`src/shared/rst_params.svh`:
```
// timing, field and offset constants for the reset source tracker
`ifndef RST_PARAMS_SVH
`define RST_PARAMS_SVH
`define RST_ADDR_CAUSE      4'h0
`define RST_ADDR_STAT       4'h1
`define RST_ADDR_IEN        4'h2
`define RST_ADDR_ICLR       4'h3
`define RST_ADDR_MONCTL     4'h4
`define RST_ADDR_PEND       4'h5
`define RST_BIT_PIN         0
`define RST_BIT_POR         1
`define RST_BIT_MCD         2
`define RST_BIT_WDT         3
`define RST_BIT_SW          4
`define RST_BIT_CMP         5
`define RST_BIT_FLT         6
`define RST_BIT_TOP         7
`define RST_FETCH_ADDR      16'h0000
`define RST_POR_DELAY_US    100
`define RST_CLK_MHZ         125
`define RST_POR_CYCLES      (`RST_POR_DELAY_US * `RST_CLK_MHZ)
`define RST_HOLD_CYCLES     8'h08
`endif

```
`src/shared/rst_pkg.sv`:
```
// types shared by the reset source tracker
package rst_pkg;
    typedef struct packed {
        logic addrValid;
        logic [3:0] addr;
        logic [7:0] wdata;
        logic wr;
        logic rd;
    } rst_bus_s;
    typedef struct packed {
        logic pinRst;
        logic supplyLow;
        logic clockMissing;
        logic watchdog;
        logic comparatorLow;
        logic flashFault;
    } rst_src_s;
    typedef enum logic [2:0] {
        ST_POWERUP = 3'b001,
        ST_DELAY   = 3'b010,
        ST_RUN     = 3'b100
    } rst_state_e;
endpackage

```
`src/core/rst_sync2.sv`:
```
// two-flop synchroniser for asynchronous level inputs
module rst_sync2 #(
    parameter int W = 1
) (
    input  wire logic         core_clk,
    input  wire logic         arst_n,
    input  wire logic [W-1:0] din,
    output logic      [W-1:0] dout
);
    logic [W-1:0] stage1;   // metastable stage, only read by stage 2
    always_ff @(posedge core_clk or negedge arst_n)
    begin
        if (!arst_n)
        begin
            stage1 <= '0;
            dout   <= '0;
        end
        else
        begin
            stage1 <= din;
            dout   <= stage1;
        end
    end
endmodule // rst_sync2

```
`src/core/rst_source_tracker.sv`:
```
// reset sequencer and reset cause register
//
// Notes on behaviour
// hold reset, pin low, then delay
// power-on flag set on POR only; the code also sets it on an armed supply-low reset
// all resets restart at fetch zero
// POR enables both supply monitors
// flash fault flag reads last cause
// comparator enable write, cause read
// software force resets, flag reads cause
// watchdog flag reads last cause
// missing clock enable write, cause read
// power flag write arms supply monitor
// pin flag reads last cause
// software writes whole register directly
// software writes power bit as one
// startup enables monitor then source
// flash code arms monitor before operation
// interrupts pend during flash operation
// non-POR reset keeps only its cause
// top bit reads one, ignores writes
`include "rst_params.svh"
module rst_source_tracker (
    input  wire logic             core_clk,      // system clock
    input  wire logic             arst_n,        // power-on reset
    input  wire logic             supplyOk,      // supply above threshold
    input  wire rst_pkg::rst_src_s srcIn,        // raw reset requests
    input  wire logic             flashBusy,     // flash write/erase active
    input  wire logic [7:0]       irqPost,       // interrupts posted
    input  wire logic             irqGlobalEn,   // core interrupts enabled
    input  wire rst_pkg::rst_bus_s bus,          // register port
    output logic      [7:0]       rdata,         // read data
    output logic                  sysRst,        // system reset to core
    output logic                  rstPinOut,     // reset pin drive value
    output logic                  rstPinOe,      // reset pin drive enable
    output logic      [15:0]      fetchAddr,     // restart fetch address
    output logic                  primaryMonEn,  // primary supply monitor on
    output logic                  secondaryMonEn,// secondary supply monitor on
    output logic      [7:0]       irqRelease,    // pending interrupts to core
    output logic                  irq            // event interrupt
);
    import rst_pkg::*;

    ////////////////////////////////////////////////////////////////////////
    // synchronised inputs
    rst_src_s srcSync;                  // synced reset requests
    logic     supplyOkSync;             // synced supply good
    rst_sync2 #(.W(7)) uSync (
        .core_clk (core_clk),
        .arst_n   (arst_n),
        .din      ({srcIn, supplyOk}),
        .dout     ({srcSync, supplyOkSync})
    );

    ////////////////////////////////////////////////////////////////////////
    // state and registers
    rst_state_e state;                  // sequencer state
    logic [13:0] porCnt;                // power-on delay counter
    logic [7:0]  holdCnt;               // reset hold for other causes
    logic [6:0]  cause;                 // recorded cause flags
    logic        cmpEn;                 // comparator as reset source
    logic        mcdEn;                 // missing clock as reset source
    logic        supEn;                 // supply monitor as reset source
    logic [6:0]  stat;                  // sticky event status
    logic [6:0]  ien;                   // event interrupt enable
    logic [7:0]  pend;                  // held interrupts

    // decode
    wire running   = (state == ST_RUN);
    wire wrCause   = bus.wr && bus.addr == `RST_ADDR_CAUSE;
    wire wrIen     = bus.wr && bus.addr == `RST_ADDR_IEN;
    wire wrIclr    = bus.wr && bus.addr == `RST_ADDR_ICLR;
    wire wrMon     = bus.wr && bus.addr == `RST_ADDR_MONCTL;
    // software force
    wire swForce   = wrCause && bus.wdata[`RST_BIT_SW];
    // read-only cause sources
    // hardware sources (supply, clock and comparator gated), in priority order except supply, which ranks above pin
    wire hitPin    = srcSync.pinRst;
    wire hitSup    = supEn && primaryMonEn && srcSync.supplyLow;
    wire hitMcd    = mcdEn && srcSync.clockMissing;
    wire hitWdt    = srcSync.watchdog;
    wire hitCmp    = cmpEn && srcSync.comparatorLow;
    wire hitFlt    = srcSync.flashFault;
    wire anyHit    = running && (hitPin | hitSup | hitMcd | hitWdt | hitCmp | hitFlt | swForce);
    // reset stays on while not running, on a hit, or during the hold
    wire holdReset = !running || anyHit || (holdCnt > 8'h01);
    // one-hot cause
    wire [6:0] newCause =
        hitSup ? 7'h02 :
        hitPin ? 7'h01 :
        hitMcd ? 7'h04 :
        hitWdt ? 7'h08 :
        swForce ? 7'h10 :
        hitCmp ? 7'h20 : 7'h40;
    wire [6:0] next_stat = (stat & ~(wrIclr ? bus.wdata[6:0] : 7'h00)) | (anyHit ? newCause : 7'h00);
    // top bit fixed at one
    wire [7:0] causeView = {1'b1, cause[6], cause[5] , cause[4], cause[3], cause[2], cause[1], cause[0]};
    wire [7:0] rdMux =
        (bus.addr == `RST_ADDR_CAUSE)  ? causeView :
        (bus.addr == `RST_ADDR_STAT)   ? {1'b0, stat} :
        (bus.addr == `RST_ADDR_IEN)    ? {1'b0, ien} :
        (bus.addr == `RST_ADDR_MONCTL) ? {6'h00, secondaryMonEn, primaryMonEn} :
        (bus.addr == `RST_ADDR_PEND)   ? pend : 8'h00;

    ////////////////////////////////////////////////////////////////////////
    // power-up sequencer
    always_ff @(posedge core_clk or negedge arst_n)
    begin
        if (!arst_n)
        begin
            state   <= ST_POWERUP;
            porCnt  <= '0;
            holdCnt <= '0;
        end
        else
        begin
            case (state)
                ST_POWERUP:
                begin
                    porCnt <= '0;
                    if (supplyOkSync)
                        state <= ST_DELAY;
                end
                ST_DELAY:
                begin
                    // power-on delay then release
                    if (!supplyOkSync)
                        state <= ST_POWERUP;
                    else if (porCnt == 14'(`RST_POR_CYCLES - 1))
                        state <= ST_RUN;
                    else
                        porCnt <= porCnt + 14'h0001;
                end
                ST_RUN:
                begin
                    // brown-out with monitor armed goes back to power-up hold
                    if (anyHit && hitSup)
                        state <= ST_POWERUP;
                    else if (anyHit)
                        holdCnt <= `RST_HOLD_CYCLES;
                    else if (holdCnt != 8'h00)
                        holdCnt <= holdCnt - 8'h01;
                end
                default:
                    state <= ST_POWERUP;
            endcase
        end
    end

    ////////////////////////////////////////////////////////////////////////
    // cause flags and source enables
    always_ff @(posedge core_clk or negedge arst_n)
    begin
        if (!arst_n)
        begin
            // power-on cause
            cause <= 7'h02;
            cmpEn <= 1'b0;
            mcdEn <= 1'b0;
            supEn <= 1'b1;
        end
        else if (anyHit)
        begin
            // only causing flag
            cause <= newCause;
            cmpEn <= 1'b0;
            mcdEn <= 1'b0;
            supEn <= 1'b1;
        end
        else if (wrCause)
        begin
            // writable enables
            cmpEn <= bus.wdata[`RST_BIT_CMP];
            mcdEn <= bus.wdata[`RST_BIT_MCD];
            supEn <= bus.wdata[`RST_BIT_POR];
        end
    end

    ////////////////////////////////////////////////////////////////////////
    // supply monitor enables
    always_ff @(posedge core_clk or negedge arst_n)
    begin
        if (!arst_n)
        begin
            // monitors on after power-on
            primaryMonEn   <= 1'b1;
            secondaryMonEn <= 1'b1;
        end
        else if (wrMon)
        begin
            // software may switch either monitor
            primaryMonEn   <= bus.wdata[0];
            secondaryMonEn <= bus.wdata[1];
        end
    end

    ////////////////////////////////////////////////////////////////////////
    // event status and interrupt request
    always_ff @(posedge core_clk or negedge arst_n)
    begin
        if (!arst_n)
        begin
            // nothing pending, nothing enabled
            stat <= '0;
            ien  <= '0;
            irq  <= 1'b0;
        end
        else
        begin
            // set wins over clear
            stat <= next_stat;
            if (wrIen)
                ien <= bus.wdata[6:0];
            // level follows the new status and mask
            irq  <= |(next_stat & (wrIen ? bus.wdata[6:0] : ien));
        end
    end

    ////////////////////////////////////////////////////////////////////////
    // interrupts held while flash is busy
    always_ff @(posedge core_clk or negedge arst_n)
    begin
        if (!arst_n)
        begin
            pend       <= '0;
            irqRelease <= '0;
        end
        else if (flashBusy || !irqGlobalEn)
        begin
            // collect, release nothing
            pend       <= pend | irqPost;
            irqRelease <= 8'h00;
        end
        else
        begin
            // hand held and new requests over at once
            irqRelease <= pend | irqPost;
            pend       <= 8'h00;
        end
    end

    ////////////////////////////////////////////////////////////////////////
    // read port and reset outputs
    always_ff @(posedge core_clk or negedge arst_n)
    begin
        if (!arst_n)
        begin
            // chip held in reset, pin pulled low
            rdata     <= '0;
            sysRst    <= 1'b1;
            rstPinOut <= 1'b0;
            rstPinOe  <= 1'b1;
            fetchAddr <= `RST_FETCH_ADDR;
        end
        else
        begin
            // read data stand for one cycle only
            rdata     <= bus.rd ? rdMux : 8'h00;
            sysRst    <= holdReset;
            // pin driven low while held
            rstPinOe  <= holdReset;
            rstPinOut <= 1'b0;
            // same fetch address
            fetchAddr <= `RST_FETCH_ADDR;
        end
    end

    ////////////////////////////////////////////////////////////////////////
    // assertions
    // reset held through sequence
    AST_POR_HOLD: assert property (@(posedge core_clk) disable iff (!arst_n)
        (state != ST_RUN) |=> sysRst && rstPinOe)
        else $error("reset released before sequence end");
    // pin driven while not running
    AST_PIN_DRIVE: assert property (@(posedge core_clk) disable iff (!arst_n)
        !running |=> rstPinOe && !rstPinOut)
        else $error("reset pin not driven low");
    // supply loss restarts delay
    AST_POR_DROP: assert property (@(posedge core_clk) disable iff (!arst_n)
        state == ST_DELAY && !supplyOkSync |=> state == ST_POWERUP)
        else $error("delay kept without supply");
    // power flag on supply reset
    AST_POR_SET: assert property (@(posedge core_clk) disable iff (!arst_n)
        running && hitSup |=> cause == 7'h02)
        else $error("power flag not set on supply reset");
    // power flag cleared by others
    AST_POR_FLAG: assert property (@(posedge core_clk) disable iff (!arst_n)
        anyHit && !hitSup |=> !cause[`RST_BIT_POR])
        else $error("power flag kept on other reset");
    // fixed restart address
    AST_FETCH: assert property (@(posedge core_clk) disable iff (!arst_n)
        $fell(sysRst) |-> fetchAddr == `RST_FETCH_ADDR)
        else $error("wrong restart address");
    // flash fault cause
    AST_FLT: assert property (@(posedge core_clk) disable iff (!arst_n)
        running && hitFlt && !hitSup && !hitPin && !hitMcd && !hitWdt && !swForce && !hitCmp |=> cause == 7'h40)
        else $error("flash fault cause missing");
    // comparator cause
    AST_CMP: assert property (@(posedge core_clk) disable iff (!arst_n)
        running && hitCmp && !hitSup && !hitPin && !hitMcd && !hitWdt && !swForce |=> cause == 7'h20)
        else $error("comparator cause missing");
    // software force
    AST_SW_FORCE: assert property (@(posedge core_clk) disable iff (!arst_n)
        running && swForce && !hitSup && !hitPin && !hitMcd && !hitWdt |=> sysRst && cause == 7'h10)
        else $error("software reset not forced");
    // software reset held
    AST_SW_HOLD: assert property (@(posedge core_clk) disable iff (!arst_n)
        running && swForce |=> sysRst [*7])
        else $error("software reset too short");
    // watchdog cause
    AST_WDT: assert property (@(posedge core_clk) disable iff (!arst_n)
        running && hitWdt && !hitSup && !hitPin && !hitMcd |=> cause[`RST_BIT_WDT])
        else $error("watchdog cause missing");
    // detector off, no reset
    AST_MCD_OFF: assert property (@(posedge core_clk) disable iff (!arst_n)
        running && !mcdEn && srcSync.clockMissing && !anyHit |=> cause == $past(cause))
        else $error("disabled clock detector reset");
    // detector cause
    AST_MCD_ON: assert property (@(posedge core_clk) disable iff (!arst_n)
        running && hitMcd && !hitSup && !hitPin |=> cause == 7'h04)
        else $error("clock detector cause missing");
    // armed supply loss restarts
    AST_SUP_HOLD: assert property (@(posedge core_clk) disable iff (!arst_n)
        running && hitSup |=> state == ST_POWERUP)
        else $error("supply reset did not restart");
    // pin cause
    AST_PIN: assert property (@(posedge core_clk) disable iff (!arst_n)
        running && hitPin && !hitSup |=> cause == 7'h01)
        else $error("pin cause missing");
    // nothing released while busy
    AST_PEND: assert property (@(posedge core_clk) disable iff (!arst_n)
        flashBusy |=> irqRelease == 8'h00)
        else $error("interrupt released during flash");
    // posted requests kept
    AST_PEND_KEEP: assert property (@(posedge core_clk) disable iff (!arst_n)
        (flashBusy || !irqGlobalEn) && irqPost != 8'h00 |=> (pend & $past(irqPost)) == $past(irqPost))
        else $error("posted interrupt lost");
    // single cause kept
    AST_ONEHOT: assert property (@(posedge core_clk) disable iff (!arst_n)
        anyHit |=> $onehot(cause))
        else $error("cause not one-hot");
    // cause moves only on reset
    AST_CAUSE_HOLD: assert property (@(posedge core_clk) disable iff (!arst_n)
        !anyHit |=> cause == $past(cause))
        else $error("cause changed without reset");
    // top bit reads one
    AST_TOP: assert property (@(posedge core_clk) disable iff (!arst_n)
        bus.rd && bus.addr == `RST_ADDR_CAUSE |=> rdata[`RST_BIT_TOP])
        else $error("top bit not one");
    // main scenarios
    COV_SW: cover property (@(posedge core_clk) disable iff (!arst_n) running && swForce);
    COV_PIN: cover property (@(posedge core_clk) disable iff (!arst_n) running && hitPin);
    COV_RUN: cover property (@(posedge core_clk) disable iff (!arst_n) $rose(running));
    COV_SUPPLY: cover property (@(posedge core_clk) disable iff (!arst_n) running && hitSup);
    COV_HELD: cover property (@(posedge core_clk) disable iff (!arst_n) flashBusy && irqPost != 8'h00);
endmodule // rst_source_tracker

```
`config.mk`:
```
export PLATFORM = sky130hd
export DESIGN_NAME = rst_source_tracker
export DESIGN_NICKNAME = d
export VERILOG_FILES = /design/src/shared/rst_pkg.sv /design/src/core/rst_sync2.sv /design/src/core/rst_source_tracker.sv
export VERILOG_INCLUDE_DIRS = /design/src /design/src/shared
export SDC_FILE = /design/constraint.sdc
export NUM_CORES = 1
export LEC_CHECK = 0
export ABC_AREA = 1
export BUFFER_PORTS_ARGS = -buffer_cell sky130_fd_sc_hd__buf_2
export CAP_MARGIN = 20
export CORE_ASPECT_RATIO = 0.6
export CORE_MARGIN = 10
export CORE_UTILIZATION = 50
export CTS_BUF_LIST = sky130_fd_sc_hd__clkbuf_16
export CTS_CLUSTER_DIAMETER = 80
export CTS_CLUSTER_SIZE = 16
export DETAILED_ROUTE_END_ITERATION = 8
export PLACE_DENSITY = 0.75
export SYNTH_ARGS = -nofsm -noshare
export SYNTH_HDL_FRONTEND = slang
export SYNTH_HIERARCHICAL = 1
export SYNTH_SLANG_ARGS = --single-unit
export TNS_END_PERCENT = 5
```
`constraint.sdc`:
```
create_clock -name core_clk -period 1.7 [get_ports core_clk]
set_clock_uncertainty 0.05 [all_clocks]
set_input_delay 0.34 -clock core_clk [delete_from_list [all_inputs] [get_ports core_clk]]
set_output_delay 0.34 -clock core_clk [all_outputs]
set_load 0.01 [all_outputs]
```
# == Word level (Yosys, flattened, before mapping) ==
# Cells that the tools add are included.
# word_totals
register_bits,91
ramBits,0
mem_bits_ro,0
latch_bits,0
output_inout_bits,38
word_cells,105
n_memories,0
inputBits,34
# classes
addsub,2
n_eq_ne,14
div_mod_pow,0
magnitude_cmp,1
reduce_logical,25
multipliers,0
bitwise,12
mux,33
n_shift,0
# ops
operator,n
$mux 8,10
$mux 7,9
$mux 14,2
$pmux 14 s2,1
$add 14x1->14 const B,1
$and 7x7->7,2
$eq 14x14->1 const B,1
$mux 3,4
$logic_and 1x1->1,11
$pmux 3 s3,1
$reduce_and 3->1,3
$eq 4x2->1 const B,2
$eq 4x3->1 const B,2
$gt 8x1->1 const B,1
$or 8x8->8,1
$reduce_bool 8->1,1
$sub 8x1->8 const B,1
$not 7->7,1
$or 7x7->7,1
$reduce_or 7->1,1
$mux 1,6
$ne 2x1->1 const B,3
$or 1x1->1,6
$reduce_bool 2->1,3
10 further kinds,13

# == Depth between registers and ports, before layout ==
# depth
depth_word,13
depth_mapped,11
mapped_depth_nobuf,11

# == Modules after synthesis ==
# The synthesis kept the hierarchy.
# by_module_without_submodules
module,cells_each,seq_area_each_um2,area_each_um2,n_inst
rst_source_tracker,463,1934.4,4005.1,1
rst_sync2,14,350.3,350.3,1

# == Least setup slack after synthesis ==
# OpenSTA, ideal clock, no wires.
# synth_path
path_type,register to register
startpoint,register state[0]
endpoint,register porCnt[11]
arrival_ns,1.445
required_time_ns,1.558
setup_slack_ns,0.113
path_buffers,1
synth_period_minus_slack_ns,1.587
stages_incl_launch_ff,10
setup_ns,0.092
path_cell_list,dfstp_2 inv_2 nor3_2 inv_2 nand2_4 nand2_4 nand2_4 inv_2 buf_6 o31ai_2
# synth_via
elab_chain_len,3
word_cells_on_any_way,7
cone_classes,eq/ne (4); mux (1); reduce/logical (2)
# synth_lines
item,line,rtl
"start, declared",rst_source_tracker.sv:57,rst_state_e state;
"start signal, assigned",rst_source_tracker.sv:111,state <= ST_POWERUP;
"start signal, assigned",rst_source_tracker.sv:122,state <= ST_DELAY;
"start signal, assigned",rst_source_tracker.sv:128,state <= ST_POWERUP;
$eq 3x2->1 or $eq 3x1->1 (tied branches),rst_source_tracker.sv:117,case (state)
"$ne 2x1->1 (no line), or another cell as far along",n/a,
$reduce_and 3->1 (no line),n/a,
"end signal, assigned",rst_source_tracker.sv:132,porCnt <= porCnt + 14'h0001;
"end, declared",rst_source_tracker.sv:58,logic [13:0] porCnt;
# Parallel ways exist; a longest one is shown, timed or not.
# A chain may end at the register's enable or synchronous reset.

# == Worst setup path in the final report ==
# layout_path
startpoint,register mcdEn
endpoint,register holdCnt[5]
# layout_via
elab_chain_len,10
word_cells_on_any_way,12
cone_classes,mux (1); bitwise (6); reduce/logical (5)
# layout_lines
item,line,rtl
"start, declared",rst_source_tracker.sv:62,logic mcdEn;
"start signal, assigned",rst_source_tracker.sv:174,mcdEn <= bus.wdata[`RST_BIT_MCD];
$logic_and 1x1->1 *,rst_source_tracker.sv:80,wire hitMcd = mcdEn && srcSync.clockMissing;
$or 1x1->1 * (5 in a row),rst_source_tracker.sv:84,wire anyHit = running && (hitPin | hitSup | hitMcd | hitWdt | hitCmp | hitFlt | swForce);
$logic_and 1x1->1 *,rst_source_tracker.sv:84,
$logic_and 1x1->1,rst_source_tracker.sv:137,if (anyHit && hitSup)
$not 1->1 (no line),n/a,
$reduce_and 3->1 (no line),n/a,
"end signal, assigned",rst_source_tracker.sv:140,holdCnt <= `RST_HOLD_CYCLES;
"end signal, assigned",rst_source_tracker.sv:142,holdCnt <= holdCnt - 8'h01;
"end, declared",rst_source_tracker.sv:59,logic [7:0] holdCnt;
# Mark *: on every way between the ends. The rest lies on a longest branch, timed or not.

==> results.py <==
metrics = {
    "layout": {
        "area_growth_pct": 23.1,
        "drive_above_1_share_pct": 29.1,
        "fin_nets": 616,
        "final_cell_area_um2": 5360,
        "antennaDiodeCount": 0,
    },
    "grt": {
        "globalRoute.totalOverflow": 0,
        "grt_pass1_wl_um": 17300,
        "grt_use_total_pct": 16.2,
        "antenna_found_initial": 0,
        "grt_max_degree": 76,
        "grt_pass1_vias": 3513,
    },
    "placement": {
        "pre_cts_slack_ps": -93.9,
        "place_congestion": 0.936,
        "placed_cell_area_um2": 4930,
        "io_buffers": 52,
        "dp_hpwl_um": 7580,
    },
    "routing": {
        "wl_per_cell_um": 15.1,
        "drt-total-wl_um": 10500,
        "num_vias": 3549,
        "drt-initial-drc-count": 336,
        "ant_nets": 0,
        "post_drt_via_cell_ratio": 5.10,
        "first_pass_iters": 5,
        "drc": 0,
    },
    "synth": {
        "netlist_top_cells_count": "103 x nand2_1, 85 x dfrtp_1, 59 x inv_1",
        "postSynth.asyncResetShare_pct": 100,
        "synthCells": 477,
        "yosys.area.top_type_share_pct": 48.8,
        "synth_area_per_cell_um2": 9.13,
        "yosys_warnings": 6,
        "synth.most_common_cell": "nand2_1",
        "yosys.area.top_type": "dfrtp_1",
        "syn_area_um2": 4360,
        "ys_seq_area_share_pct": 52.5,
        "synth_edf_count": 0,
        "synth_ff_type": "dfrtp_1",
        "synth_cell_types": 41,
        "ys_ff_latch": 91,
        "synthTopCellsByArea": "dfrtp_1 49%, nand2_1 8.9%, inv_1 5.1%",
    },
    "worst_hold_path": {
        "min_to": "uSync/stage1[5]",
        "hold_depth": 1,
        "hold_path.startpoint": "srcIn[4]",
        "hp-class": "in -> reg",
    },
    "setup_path": {
        "r2r-start": "mcdEn",
        "setup.worst_path.end_class": "register",
        "path_class": "reg -> reg",
        "r2r_slack_ps": -9,
        "cp.arrival_ps": 1890,
        "critPathRequiredTime_ps": 1880,
        "r2r_end": "holdCnt[5]",
        "cp_max_fo": 8,
        "rr_worst_depth": 9,
        "critPathLaunchType": "register",
    },
    "sta": {
        "fmax_mhz": 585,
        "timing.final.ws_setup_ps": -9.40,
        "finalMaxSlewViolations": 0,
        "whs_ps": 50.5,
        "final_hold_viol_count": 0,
        "min_period_ps": 1710,
        "period_share_pct": 101,
        "rsz0062_at_grt": "yes",
        "tns_ps": -28.3,
        "finalSetupViolations": 4,
    },
    "run_status": {
        "violations": "negative setup slack",
        "status": "finished, violations left",
    },
    "die": {
        "rows": 26,
        "die-height_um": 92.3,
        "core-area_um2": 8490,
        "initial_core_util_pct": 51.3,
        "io_pins": 72,
        "dieArea_um2": 13000,
        "die_w_um": 140,
    },
    "clock_network": {
        "cts_buffers": 9,
        "clockBufferDepth": 2,
        "clk-insertion-delay-late_ps": 340,
        "h-tree-depth": 3,
        "clock-root-buffer": "clkbuf_16",
        "cts.sinks": 91,
        "path_clk_slew_ps": 70,
        "cts_tree": "built",
    },
    "pwr": {
        "peakVddDrop_uv": 595,
        "p_leak_nw": 2.70,
        "p_per_area_nw_per_um2": 1190,
    },
    "run": {
        "drv_cap": 0,
    },
}
==> layout make-up <==
class                   count  area, um^2
fillers                   666        3130
flip-flops and latches     91        2290
repair buffers             99         646
well taps                 112         140
inverters                  67         251
clock inverters             7        47.5
clock buffers               9         225
multi-input cells         311        1770
==> layer usage <==
layer  GRT usage, %  up-vias  wire length [um]
li1               -     1726                 -
met1           21.4     1670              4840
met2           24.5      134              4630
met3           5.66       19               890
met4           5.22        0               156
met5              0        -                 0
==> logic make-up (layout without fill, tap and decap cells) <==
group / after synthesis / after routing / synth area share, %
buf+inv: 91 / 182 / 10.1
xor+xnor: 12 / 12 / 2.41
flops: 91 / 91 / 52.5
compound gates: 83 / 83 / 11.5
simple gates: 196 / 196 / 22.7
fa+ha+maj: 3 / 3 / 0.862
other cells: 1 / 17 / 0.0861
==> placed cells by master, fill, tap and decap left out, types with 2 or more instances in the layout <==
cell | synthesis | final
o21ai_2 | 4 | 4
nor2_2 | 3 | 2
buf_4 | 19 | 43
nand3b_1 | 2 | 2
o31ai_1 | 3 | 3
o21ai_0 | 33 | 33
buf_2 | 2 | 51
nor3_2 | 1 | 2
nand3_1 | 12 | 10
a41oi_1 | 2 | 2
inv_2 | 7 | 9
nand3_4 | 1 | 3
dfstp_2 | 6 | 6
nand2_4 | 5 | 4
xnor2_1 | 3 | 3
dfrtp_1 | 85 | 84
buf_6 | 3 | 2
nand2_2 | 5 | 9
conb_1 | 1 | 17
ha_1 | 3 | 2
clkinvlp_4 | 0 | 3
nor4_1 | 3 | 2
xor2_1 | 9 | 9
a21oi_1 | 28 | 28
nor3_1 | 10 | 8
a31oi_1 | 5 | 5
nand4_1 | 16 | 16
o31ai_2 | 4 | 4
nor3_4 | 2 | 3
nand4_4 | 3 | 3
inv_1 | 59 | 59
nand2_1 | 103 | 99
nor2_1 | 26 | 26
clkbuf_16 | 0 | 9
==> power breakdown <==
group / leakage [nW] / switching [W] / total (W) / internal [W]
logic: 1.42 / 0.00104 / 0.00176 / 0.000719
registers: 1.15 / 0.000255 / 0.00276 / 0.00251
clock network: 0.131 / 0.000854 / 0.00184 / 0.000988
total: 2.70 / 0.00215 / 0.00636 / 0.00421
==> worst max path at each step <==
stage	startpoint	end	depth (start not counted)
floorplan	state[0]	porCnt[11]	9
global placement	bus[12]	holdCnt[4]	11
detailed placement	bus[12]	holdCnt[5]	11
CTS	uSync/dout[5]	state[1]	8
global route	mcdEn	holdCnt[2]	9
finish	mcdEn	holdCnt[5]	9
==> registers in the layout (all words and copies together), names as in the netlist, 3 cells and up <==
signal / count
ien: 7
porCnt: 14
holdCnt: 8
pend: 8
state: 3
uSync/stage1: 7
cause: 7
stat: 7
rdata: 8
irqRelease: 8
uSync/dout: 7
==> worst max-delay path, stage by stage, from the launching register on <==
cell	delay, ps
dfrtp_1	410
nand2_2	110
nand3_4	90
nor2_4	120
nand4_4	170
a21oi_4	270
nand2_8	110
buf_8	160
nand2_2	50
nand2_1	50
==> stage by stage <==
stage          util [%]  cells  total power, W
5_1_grt            63.2    696         0.00673
3_5_place_dp       58.1    671         0.00441
4_1_cts            62.0    689         0.00631
2_1_floorplan         -    493         0.00384
3_3_place_gp       58.1    671         0.00434
6_report           63.2    696         0.00636
==> repair_timing <==
item                       CTS  global route
hold buffers                 1             0
pin swaps                    5            10
setup endpoints to repair    6            20
setup buffers                1             7
gates resized for setup      9            14
hold endpoints to repair    85             0
No activity file was read; power rests on OpenSTA's default activity.
